**config.mk**
```make
export PLATFORM = sky130hd
export DESIGN_NAME = wdcf_top
export DESIGN_NICKNAME = d
export VERILOG_FILES = /design/src/core/wdcf_pkg.sv /design/src/core/wdcf_counter.sv /design/src/core/wdcf_top.sv
export SDC_FILE = /design/constraint.sdc
export NUM_CORES = 1
export LEC_CHECK = 0
export ABC_AREA = 1
export BUFFER_PORTS_ARGS = -buffer_cell sky130_fd_sc_hd__buf_2
export CAP_MARGIN = 20
export CORE_MARGIN = 4
export CORE_UTILIZATION = 39
export CTS_CLUSTER_DIAMETER = 50
export DETAILED_ROUTE_END_ITERATION = 10
export GPL_TIMING_DRIVEN = 0
export SYNTH_ARGS = -nofsm -noshare
export SYNTH_HDL_FRONTEND = slang
export SYNTH_SLANG_ARGS = --single-unit
export TNS_END_PERCENT = 1
```
**constraint.sdc**
```tcl
create_clock -name clk_sys_i -period 3.8 [get_ports clk_sys_i]
set_clock_uncertainty 0.15 [all_clocks]
set_input_delay 0.57 -clock clk_sys_i [delete_from_list [all_inputs] [get_ports clk_sys_i]]
set_output_delay 0.57 -clock clk_sys_i [all_outputs]
set_load 0.02 [all_outputs]
```
**src/core/wdcf_pkg.sv**
```systemverilog
// Package for the watchdog control and flags block.
// Assumes an internal special-function register port with 8-bit address and data.
package wdcf_pkg;

  // Register addresses on the special-function register port
  localparam logic [7:0] WDCF_ADDR_WDCTL = 8'hd8;
  localparam logic [7:0] WDCF_ADDR_EIE   = 8'he8;
  localparam logic [7:0] WDCF_ADDR_EIP   = 8'hf8;
  localparam logic [7:0] WDCF_ADDR_TAKEY = 8'hc7;
  localparam logic [7:0] WDCF_ADDR_CLOCK_CONTROL_REG = 8'h8e;

  // Watchdog control bit positions
  localparam int WDCF_BIT_RESTART = 0;
  localparam int WDCF_BIT_RSTEN   = 1;
  localparam int WDCF_BIT_RFLAG   = 2;
  localparam int WDCF_BIT_IFLAG   = 3;
  localparam int WDCF_BIT_POR     = 6;
  // Bits kept across an external reset (x positions of 0x0x0xx0)
  localparam logic [7:0] WDCF_EXT_KEEP_MASK = 8'h56;
  // Bits that need the timed-access window to be written
  localparam logic [7:0] WDCF_PROT_MASK     = 8'h4b;

  // Extended interrupt enable and priority
  localparam int         WDCF_BIT_WDI     = 4;
  localparam logic [7:0] WDCF_EIE_RSVD    = 8'he0;
  localparam logic [7:0] WDCF_EIE_RESET   = 8'he0;
  localparam logic [7:0] WDCF_EIP_RESET   = 8'he0;

  // Timed-access keys and window
  localparam logic [7:0] WDCF_KEY_FIRST   = 8'haa;
  localparam logic [7:0] WDCF_KEY_SECOND  = 8'h55;
  localparam int         WDCF_CLK_PER_MC  = 4;
  localparam int         WDCF_TA_MC       = 3;
  localparam logic [3:0] WDCF_TA_CYCLES   = 4'(WDCF_TA_MC * WDCF_CLK_PER_MC);

  // Watchdog timing
  localparam logic [9:0] WDCF_RST_DELAY   = 10'd512;
  localparam int         WDCF_CNT_W       = 26;
  localparam int         WDCF_CLOCK_CONTROL_REG_WD_LSB = 6;

  // Reset source as seen by the flag logic
  typedef enum logic [1:0] {
    WDCF_SRC_NONE,
    WDCF_SRC_EXT,
    WDCF_SRC_WDT
  } wdcf_src_e;

  // Special-function register access
  typedef struct packed {
    logic       wr;
    logic       rd;
    logic [7:0] addr;
    logic [7:0] wdata;
  } wdcf_sfr_s;

endpackage

```
**src/core/wdcf_counter.sv**
```systemverilog
// Free-running watchdog counter with selectable terminal count.
// Assumes clk_sys_i domain and a synchronised active-low reset.
`timescale 1ns/100ps
`default_nettype none
module wdcf_counter (
  // Clock and reset
  input  wire logic       clk_sys_i,
  input  wire logic       rst_n_i,
  // Control
  input  wire logic       run_i,
  input  wire logic       restart_i,
  input  wire logic [1:0] sel_i,
  // Status
  output logic            timeout_o
);

  logic [wdcf_pkg::WDCF_CNT_W-1:0] cnt_r;
  logic [wdcf_pkg::WDCF_CNT_W-1:0] cnt_nxt;
  logic [wdcf_pkg::WDCF_CNT_W-1:0] term;

  // Interval select: 2^16, 2^20, 2^23, 2^26 clocks
  // Shortest code kept at 2^16 so a time-out is reachable in a short run
  function automatic logic [wdcf_pkg::WDCF_CNT_W-1:0] term_of(input logic [1:0] s);
    logic [wdcf_pkg::WDCF_CNT_W-1:0] t;
    t = '0;
    unique case (s)
      2'b00: t = {{(wdcf_pkg::WDCF_CNT_W-16){1'b0}}, {16{1'b1}}};
      2'b01: t = {{(wdcf_pkg::WDCF_CNT_W-20){1'b0}}, {20{1'b1}}};
      2'b10: t = {{(wdcf_pkg::WDCF_CNT_W-23){1'b0}}, {23{1'b1}}};
      2'b11: t = {wdcf_pkg::WDCF_CNT_W{1'b1}};
    endcase
    return t;
  endfunction

  always_comb begin
    term      = term_of(sel_i);
    timeout_o = run_i && (cnt_r == term);
    cnt_nxt   = cnt_r;
    if (restart_i) begin
      cnt_nxt = '0;
    end else if (run_i) begin
      cnt_nxt = timeout_o ? '0 : cnt_r + 1'b1;
    end
  end

  always_ff @(posedge clk_sys_i or negedge rst_n_i) begin
    if (!rst_n_i) begin
      cnt_r <= '0;
    end else begin
      cnt_r <= cnt_nxt;
    end
  end
endmodule
`default_nettype wire

```
**src/core/wdcf_top.sv**
```systemverilog
// Watchdog control and flags: control register, timed access, delayed reset.
// Assumes CPU reaches registers over an internal SFR port on clk_sys_i.
// Summary of operation
// - Power-on flag set at power-up, software clears
// - Time-out sets interrupt flag regardless of enable
// - Watchdog reset sets reset flag until cleared
// - Reset enable low: reset flag untouched
// - Reset enable arms watchdog reset function
// - Restart write returns counter to start
// - Restart bit clears itself after use
// - Interrupt requested when enable bit four set
// - Reset follows time-out by 512 clocks
// - External reset loads 0x0x0xx0 pattern
// - Watchdog reset sets flag, power-on clears
// - External reset keeps reset flag
// - Power-on sets power flag, clears enable
// - Control register always readable
// - Protected bits need open timed window
// - Enable register top three read one
// - Priority bit sets watchdog interrupt level
// - Clock control top bits select interval
// - Keys AAh then 55h open window
// - Counts in idle, stops in power-down
`timescale 1ns/100ps
`default_nettype none
module wdcf_top (
  // Clock and power-on reset
  input  wire logic              clk_sys_i,
  input  wire logic              reset_n_i,
  // External reset pin, active high
  input  wire logic              ext_reset_i,
  // Power-down mode from the power manager
  input  wire logic              power_down_i,
  // SFR access from the CPU
  input  wire wdcf_pkg::wdcf_sfr_s sfr_i,
  output logic [7:0]             sfr_rdata_o,
  output logic                   sfr_hit_o,
  // Clock control interval bits
  input  wire logic [1:0]        wd_interval_i,
  // Interrupt and reset outputs
  output logic                   wdt_irq_o,
  output logic                   wdt_irq_priority_o,
  output logic                   wdt_reset_o
);

  logic rst_s1_r;
  logic rst_s2_r;
  logic ext_s1_r;
  logic ext_s2_r;

  // Power-on reset release through two flops
  always_ff @(posedge clk_sys_i or negedge reset_n_i) begin
    if (!reset_n_i) begin
      rst_s1_r <= 1'b0;
      rst_s2_r <= 1'b0;
    end else begin
      rst_s1_r <= 1'b1;
      rst_s2_r <= rst_s1_r;
    end
  end

  // External reset pin synchroniser
  always_ff @(posedge clk_sys_i or negedge rst_s2_r) begin
    if (!rst_s2_r) begin
      ext_s1_r <= 1'b0;
      ext_s2_r <= 1'b0;
    end else begin
      ext_s1_r <= ext_reset_i;
      ext_s2_r <= ext_s1_r;
    end
  end

  logic       pd_s1_r;
  logic       pd_s2_r;
  always_ff @(posedge clk_sys_i or negedge rst_s2_r) begin
    if (!rst_s2_r) begin
      pd_s1_r <= 1'b0;
      pd_s2_r <= 1'b0;
    end else begin
      pd_s1_r <= power_down_i;
      pd_s2_r <= pd_s1_r;
    end
  end

  // State
  logic [7:0] wdctl_r;
  logic [7:0] wdctl_nxt;
  logic       wdi_en_r;
  logic       wdi_en_nxt;
  logic       wdi_pri_r;
  logic       wdi_pri_nxt;
  logic [4:0] eie_low_r;
  logic [4:0] eie_low_nxt;
  logic [4:0] eip_low_r;
  logic [4:0] eip_low_nxt;
  logic       key_half_r;
  logic       key_half_nxt;
  logic [3:0] ta_cnt_r;
  logic [3:0] ta_cnt_nxt;
  logic       pend_r;
  logic       pend_nxt;
  logic [9:0] dly_r;
  logic [9:0] dly_nxt;
  logic       wdt_rst_r;
  logic       wdt_rst_nxt;
  logic [7:0] rdata_r;
  logic [7:0] rdata_nxt;
  logic       hit_r;
  logic       hit_nxt;

  logic       timeout;
  logic       ta_open;
  logic       wr_wdctl;
  logic       run;
  wdcf_pkg::wdcf_src_e src;

  function automatic logic is_wr(input wdcf_pkg::wdcf_sfr_s s, input logic [7:0] a);
    return s.wr && (s.addr == a);
  endfunction

  // Idle keeps counting; power-down stops the watchdog clock
  assign run = !pd_s2_r;
  assign ta_open  = (ta_cnt_r != 4'h0);
  assign wr_wdctl = is_wr(sfr_i, wdcf_pkg::WDCF_ADDR_WDCTL);

  // Watchdog reset or external pin both act as synchronous block resets
  always_comb begin
    if (wdt_rst_r) begin
      src = wdcf_pkg::WDCF_SRC_WDT;
    end else if (ext_s2_r) begin
      src = wdcf_pkg::WDCF_SRC_EXT;
    end else begin
      src = wdcf_pkg::WDCF_SRC_NONE;
    end
  end

  wdcf_counter u_counter (
    .clk_sys_i (clk_sys_i),
    .rst_n_i   (rst_s2_r),
    .run_i     (run && src == wdcf_pkg::WDCF_SRC_NONE),
    .restart_i (wdctl_r[wdcf_pkg::WDCF_BIT_RESTART] || src != wdcf_pkg::WDCF_SRC_NONE),
    .sel_i     (wd_interval_i),
    .timeout_o (timeout)
  );

  // Timed-access key sequencing
  always_comb begin
    key_half_nxt = 1'b0;
    ta_cnt_nxt   = ta_open ? ta_cnt_r - 4'h1 : 4'h0;
    if (is_wr(sfr_i, wdcf_pkg::WDCF_ADDR_TAKEY)) begin
      if (sfr_i.wdata == wdcf_pkg::WDCF_KEY_FIRST) begin
        key_half_nxt = 1'b1;
      end else if (key_half_r && sfr_i.wdata == wdcf_pkg::WDCF_KEY_SECOND) begin
        ta_cnt_nxt = wdcf_pkg::WDCF_TA_CYCLES;
      end
    end else if (sfr_i.wr) begin
      key_half_nxt = 1'b0;
    end else begin
      key_half_nxt = key_half_r;
    end
  end

  // Control register, enables and the delayed reset
  always_comb begin
    logic [7:0] mask;
    logic [7:0] w;
    mask        = '0;
    w           = wdctl_r;
    wdctl_nxt   = wdctl_r;
    wdi_en_nxt  = wdi_en_r;
    wdi_pri_nxt = wdi_pri_r;
    eie_low_nxt = eie_low_r;
    eip_low_nxt = eip_low_r;
    pend_nxt    = pend_r;
    dly_nxt     = dly_r;
    wdt_rst_nxt = 1'b0;
    unique case (src)
      wdcf_pkg::WDCF_SRC_WDT: begin
        wdctl_nxt = wdctl_r & wdcf_pkg::WDCF_EXT_KEEP_MASK;
        wdctl_nxt[wdcf_pkg::WDCF_BIT_RFLAG] = 1'b1;
        pend_nxt  = 1'b0;
        dly_nxt   = '0;
      end
      wdcf_pkg::WDCF_SRC_EXT: begin
        wdctl_nxt = wdctl_r & wdcf_pkg::WDCF_EXT_KEEP_MASK;
        pend_nxt  = 1'b0;
        dly_nxt   = '0;
      end
      wdcf_pkg::WDCF_SRC_NONE: begin
        // Self-clearing restart
        wdctl_nxt[wdcf_pkg::WDCF_BIT_RESTART] = 1'b0;
        if (wr_wdctl) begin
          mask = ta_open ? 8'hff : ~wdcf_pkg::WDCF_PROT_MASK;
          w    = (sfr_i.wdata & mask) | (wdctl_nxt & ~mask);
          wdctl_nxt = w;
        end
        if (is_wr(sfr_i, wdcf_pkg::WDCF_ADDR_EIE)) begin
          wdi_en_nxt  = sfr_i.wdata[wdcf_pkg::WDCF_BIT_WDI];
          eie_low_nxt = sfr_i.wdata[4:0];
        end
        if (is_wr(sfr_i, wdcf_pkg::WDCF_ADDR_EIP)) begin
          wdi_pri_nxt = sfr_i.wdata[wdcf_pkg::WDCF_BIT_WDI];
          eip_low_nxt = sfr_i.wdata[4:0];
        end
        // Set wins over a same-cycle software clear
        if (timeout) begin
          wdctl_nxt[wdcf_pkg::WDCF_BIT_IFLAG] = 1'b1;
        end
        if (wdctl_nxt[wdcf_pkg::WDCF_BIT_RESTART] || wdctl_r[wdcf_pkg::WDCF_BIT_RESTART]) begin
          pend_nxt = 1'b0;
          dly_nxt  = '0;
        end else if (timeout && wdctl_r[wdcf_pkg::WDCF_BIT_RSTEN]) begin
          pend_nxt = 1'b1;
          dly_nxt  = '0;
        end else if (pend_r && run) begin
          dly_nxt = dly_r + 10'd1;
          if (dly_nxt == wdcf_pkg::WDCF_RST_DELAY) begin
            // Enable cleared meanwhile leaves the reset flag alone
            wdt_rst_nxt = wdctl_r[wdcf_pkg::WDCF_BIT_RSTEN];
            pend_nxt    = 1'b0;
          end
        end
      end
      default: begin
        wdctl_nxt = wdctl_r;
      end
    endcase
  end

  // Read path, one cycle after the read strobe
  always_comb begin
    hit_nxt   = 1'b0;
    rdata_nxt = 8'h00;
    if (sfr_i.rd) begin
      hit_nxt = 1'b1;
      if (sfr_i.addr == wdcf_pkg::WDCF_ADDR_WDCTL) begin
        rdata_nxt = wdctl_r;
      end else if (sfr_i.addr == wdcf_pkg::WDCF_ADDR_EIE) begin
        rdata_nxt = wdcf_pkg::WDCF_EIE_RSVD | {3'b000, eie_low_r};
      end else if (sfr_i.addr == wdcf_pkg::WDCF_ADDR_EIP) begin
        rdata_nxt = {3'b000, eip_low_r};
      end else begin
        hit_nxt = 1'b0;
      end
    end
  end

  always_ff @(posedge clk_sys_i or negedge rst_s2_r) begin
    if (!rst_s2_r) begin
      // Power-on: power flag set, all else clear
      wdctl_r    <= 8'h40;
      eie_low_r  <= '0;
      eip_low_r  <= '0;
      wdi_en_r   <= 1'b0;
      wdi_pri_r  <= 1'b0;
      key_half_r <= 1'b0;
      ta_cnt_r   <= 4'h0;
      pend_r     <= 1'b0;
      dly_r      <= '0;
      wdt_rst_r  <= 1'b0;
      rdata_r    <= 8'h00;
      hit_r      <= 1'b0;
    end else begin
      wdctl_r    <= wdctl_nxt;
      eie_low_r  <= eie_low_nxt;
      eip_low_r  <= eip_low_nxt;
      wdi_en_r   <= wdi_en_nxt;
      wdi_pri_r  <= wdi_pri_nxt;
      key_half_r <= key_half_nxt;
      ta_cnt_r   <= ta_cnt_nxt;
      pend_r     <= pend_nxt;
      dly_r      <= dly_nxt;
      wdt_rst_r  <= wdt_rst_nxt;
      rdata_r    <= rdata_nxt;
      hit_r      <= hit_nxt;
    end
  end

  assign sfr_rdata_o        = rdata_r;
  assign sfr_hit_o          = hit_r;
  assign wdt_irq_o          = wdctl_r[wdcf_pkg::WDCF_BIT_IFLAG] && wdi_en_r;
  assign wdt_irq_priority_o = wdi_pri_r;
  assign wdt_reset_o        = wdt_rst_r;
endmodule
`default_nettype wire
```
==> key figures <==
Global routing
  • Gr ovfl total: 0
  • GRT Util Overall: 16.8%
  • GR Layer Usage met3: 2.56%
  • Vias in the first global route: 3402
  • Met2 Resource Use GR: 25.1%
  • Largest net degree at the start of global routing: 62
  • Layer with the highest usage: met2
  • Antenna violations before repair: 0
  • Met1 Use GR: 24.5%
  • First-pass GRT wire length: 16000 µm

Synth
  • Mapped Cells: 527
  • Synth cell types: 39
  • Area of the mapped netlist: 4060 µm²
  • EDFF count, synth: 0
  • Flops & latches, synth: 76
  • Post-synth ARST share: 100%
  • Yosys Warn Count: 0
  • Synth Area per Inst: 7.71 µm²
  • Synth top area share: 46.2%
  • Seq/Total Area, Yosys: 46.9%
  • Count leader, synth: nand2_1
  • Top cell type by total area after synthesis: dfrtp_1
  • Synthesized Nets: 554
  • Synth top area cells: dfrtp_1, nand2_1, inv_1
  • Most common flop cell mapped by yosys: dfrtp_1
  • Commonest cells post-synth: nand2_1, dfrtp_1, inv_1, nor2_1, nand4_1

Timing
  • Slew Limit Fails: 0
  • Setup ws final: 1.74 ns
  • RSZ-0062 raised after global routing: false
  • Final Cycle Share: 54.1%
  • Final Hold Vio Count: 0
  • Fmax: 486 MHz
  • TNS Setup: 0 ns
  • # setup viols final: 0
  • Period minus WS final: 2.06 ns

Route
  • Post-Route WL: 9220 µm
  • WL/cell: 12.9 µm
  • Iter 0 DRT Violations: 206
  • Via Count: 3560
  • Residual DRC count: 0
  • Vias/cell: 4.99
  • TritonRoute pass-1 iters: 4
  • Antenna Violating Nets Remaining: 0

Critical path
  • Crit Reg-Reg Startpoint: u_counter.cnt_r[0]
  • Worst Path Arrival: 2.19 ns
  • Worst Path Required: 3.93 ns
  • Slowest cell on the critical path: dfrtp_1
  • Startpoint Class: flop
  • CP Capture Type: flop
  • Crit-path max cell delay: 0.39 ns
  • Most used cell, CP: nand2_1
  • Worst Reg-to-Reg Cells: 11
  • WS Path Type: flop to flop
  • Reg2Reg Setup Slack: 1.74 ns
  • Worst path cell trace: ha_1 -> nand2_1 -> inv_1 -> nand2_1 -> inv_2 -> nand2_2 -> nor3_4 -> a21oi_1 -> buf_4 -> o21ai_0 -> nor2_1
  • R2R Path End: u_counter.cnt_r[16]
  • Crit Path Max Fanout: 10

Placement
  • Dpl cell area: 4430 µm²
  • RePlAce Congestion: 0.869
  • DPL Wire Length: 6890 µm
  • IO Port Bufs: 35
  • Dpl ws: 1.60 ns

Clock network
  • Clk buf depth: 2
  • CTS sink cnt: 76
  • Resized Gates After CTS: 0
  • # hold bufs at CTS: 1
  • Post-CTS setup buffer count: 0
  • Htree depth: 3
  • TritonCTS clock tree: yes
  • Clk slew on worst S/H paths: 0.09 ns
  • Root buffer cell: clkbuf_8
  • Clk Latency, worst-skew pair: 0.35 ns
  • TritonCTS Buffers: 9

Outcome
  • Status: completed

Power and ir drop
  • P_int: 1080 µW
  • Switching Share: 26.1%
  • Seq pwr share: 56.3%
  • Overall power: 1470 µW
  • Worst VDD drop: 0.195 mV
  • Combinational fraction of design power: 5.8%
  • PwrDens: 317 nW/µm²
  • P_sw: 383 µW
  • Total leakage power: 0.00229 µW
  • Clock power share: 37.9%

Cells and area
  • Diodes inserted: 0
  • Layout cell share with drive strength beyond 1: 14.1%
  • Sequential Area: 1910 µm²
  • Final #Nets: 602
  • Fillers: 1015
  • Final Cell Area: 4620 µm²
  • Multi-input gate area: 1820 µm²
  • Area Growth Syn to Fin: 13.8%

Floorplan
  • Top Ports: 36
  • Die width: 110 µm
  • Die area: 12100 µm²
  • Starting Density: 40.8%
  • Die height: 110 µm
  • Cell Rows: 36
  • CORE AREA: 9950 µm²

Hold path
  • Hold WC Path Type: flop to asynchronous set/reset pin

Run
  • Number of max-cap violations: 0
worst max-delay path by stage:
stage	cells after the start	endpoint	from	slack [ns]
final	11	u_counter.cnt_r[16]	u_counter.cnt_r[0]	1.74
after global routing	11	u_counter.cnt_r[16]	u_counter.cnt_r[0]	1.61
after CTS	11	u_counter.cnt_r[16]	u_counter.cnt_r[0]	1.74
after detailed placement	12	dly_r[4]	sfr_i[8]	1.60
after global placement	0	sfr_rdata_o[3]	rst_s2_r	0.49
after floorplan	0	dly_r[0]	rst_s2_r	1.38
critical path: cells and delay by family, from the launching register on:
kind,cells,cell delay (ns)
DFF,1,0.39
buffers and inverters,3,0.39
AOI/OAI and AO/OA,2,0.41
and+or+nand+nor,5,0.44
adders and majority gates,1,0.21
metrics by stage:
stage | hold WS (ns) | util (%) | cells
final | 0.0194 | 46.4 | 713
after CTS | 0.0316 | 46.4 | 713
after global placement | 0.187 | 44.2 | 695
after detailed placement | 0.0344 | 44.5 | 696
after global routing | 0.0364 | 46.4 | 713
after floorplan | 0.124 | - | 527
logic make-up after synthesis:
family	after synthesis	share of synthesized area [%]
AOI/OAI and AO/OA	61	8.50
xor gates and xnor gates	7	1.51
adders and majority gates	3	0.924
buffers and inverters	83	8.35
DFF	76	46.9
other	1	0.0923
and+or+nand+nor	296	33.8
power by group through the flow:
stage	Combinational (µW)	Clock, µW	Sequential, µW
finish	84.6	555	826
global route	95.6	612	827
CTS	85.5	577	826
detailed placement	84.4	0	842
global placement	67.0	0	854
floorplan	38.2	0	848
state kept, by name, summed over array words and instances (netlist names), 4 cells and up:
name,flops
eie_low_r,4
ta_cnt_r,4
sfr_rdata_o,8
dly_r,10
u_counter.cnt_r,26
eip_low_r,4
wdctl_r,8
cell usage in the layout, fill, tap and decap left out, types with 2 or more instances in the layout:
cell	Yosys	layout
a21oi_1	11	11
nand3_1	29	29
nand4_1	35	35
dfrtp_1	75	74
a31oi_1	4	4
o21bai_1	4	4
buf_6	2	2
ha_1	3	3
nor2_1	66	66
nor2_2	6	6
nor2_4	5	5
o21ai_0	27	27
nor3_1	16	16
buf_2	1	36
nand2_1	124	124
nand2_2	5	5
inv_1	73	73
clkbuf_8	0	9
xor2_1	6	6
clkinv_1	2	2
clkinvlp_4	0	4
o211ai_1	5	5
nand3_2	2	2
and3_1	2	2
o21ai_1	6	6
buf_4	3	3
layer usage:
| layer | wire [µm] | up-vias | part of all wire (%) |
|---|---|---|---|
| li1 | - | 1817 | - |
| met1 | 4810 | 1692 | 52 |
| met2 | 4040 | 39 | 44 |
| met3 | 218 | 12 | 2.4 |
| met4 | 150 | 0 | 1.6 |
| met5 | 0 | - | 0 |
cell type report:
cell class              count  area share, %
plain buffers               7           1.16
repair buffers             37           4.60
multi-input cells         368           39.4
clock buffers               9           2.68
well taps                 133           3.60
clock inverters             7           1.14
flip-flops and latches     76           41.3
inverters                  76           6.17
No activity file was read; power rests on OpenSTA's default activity.
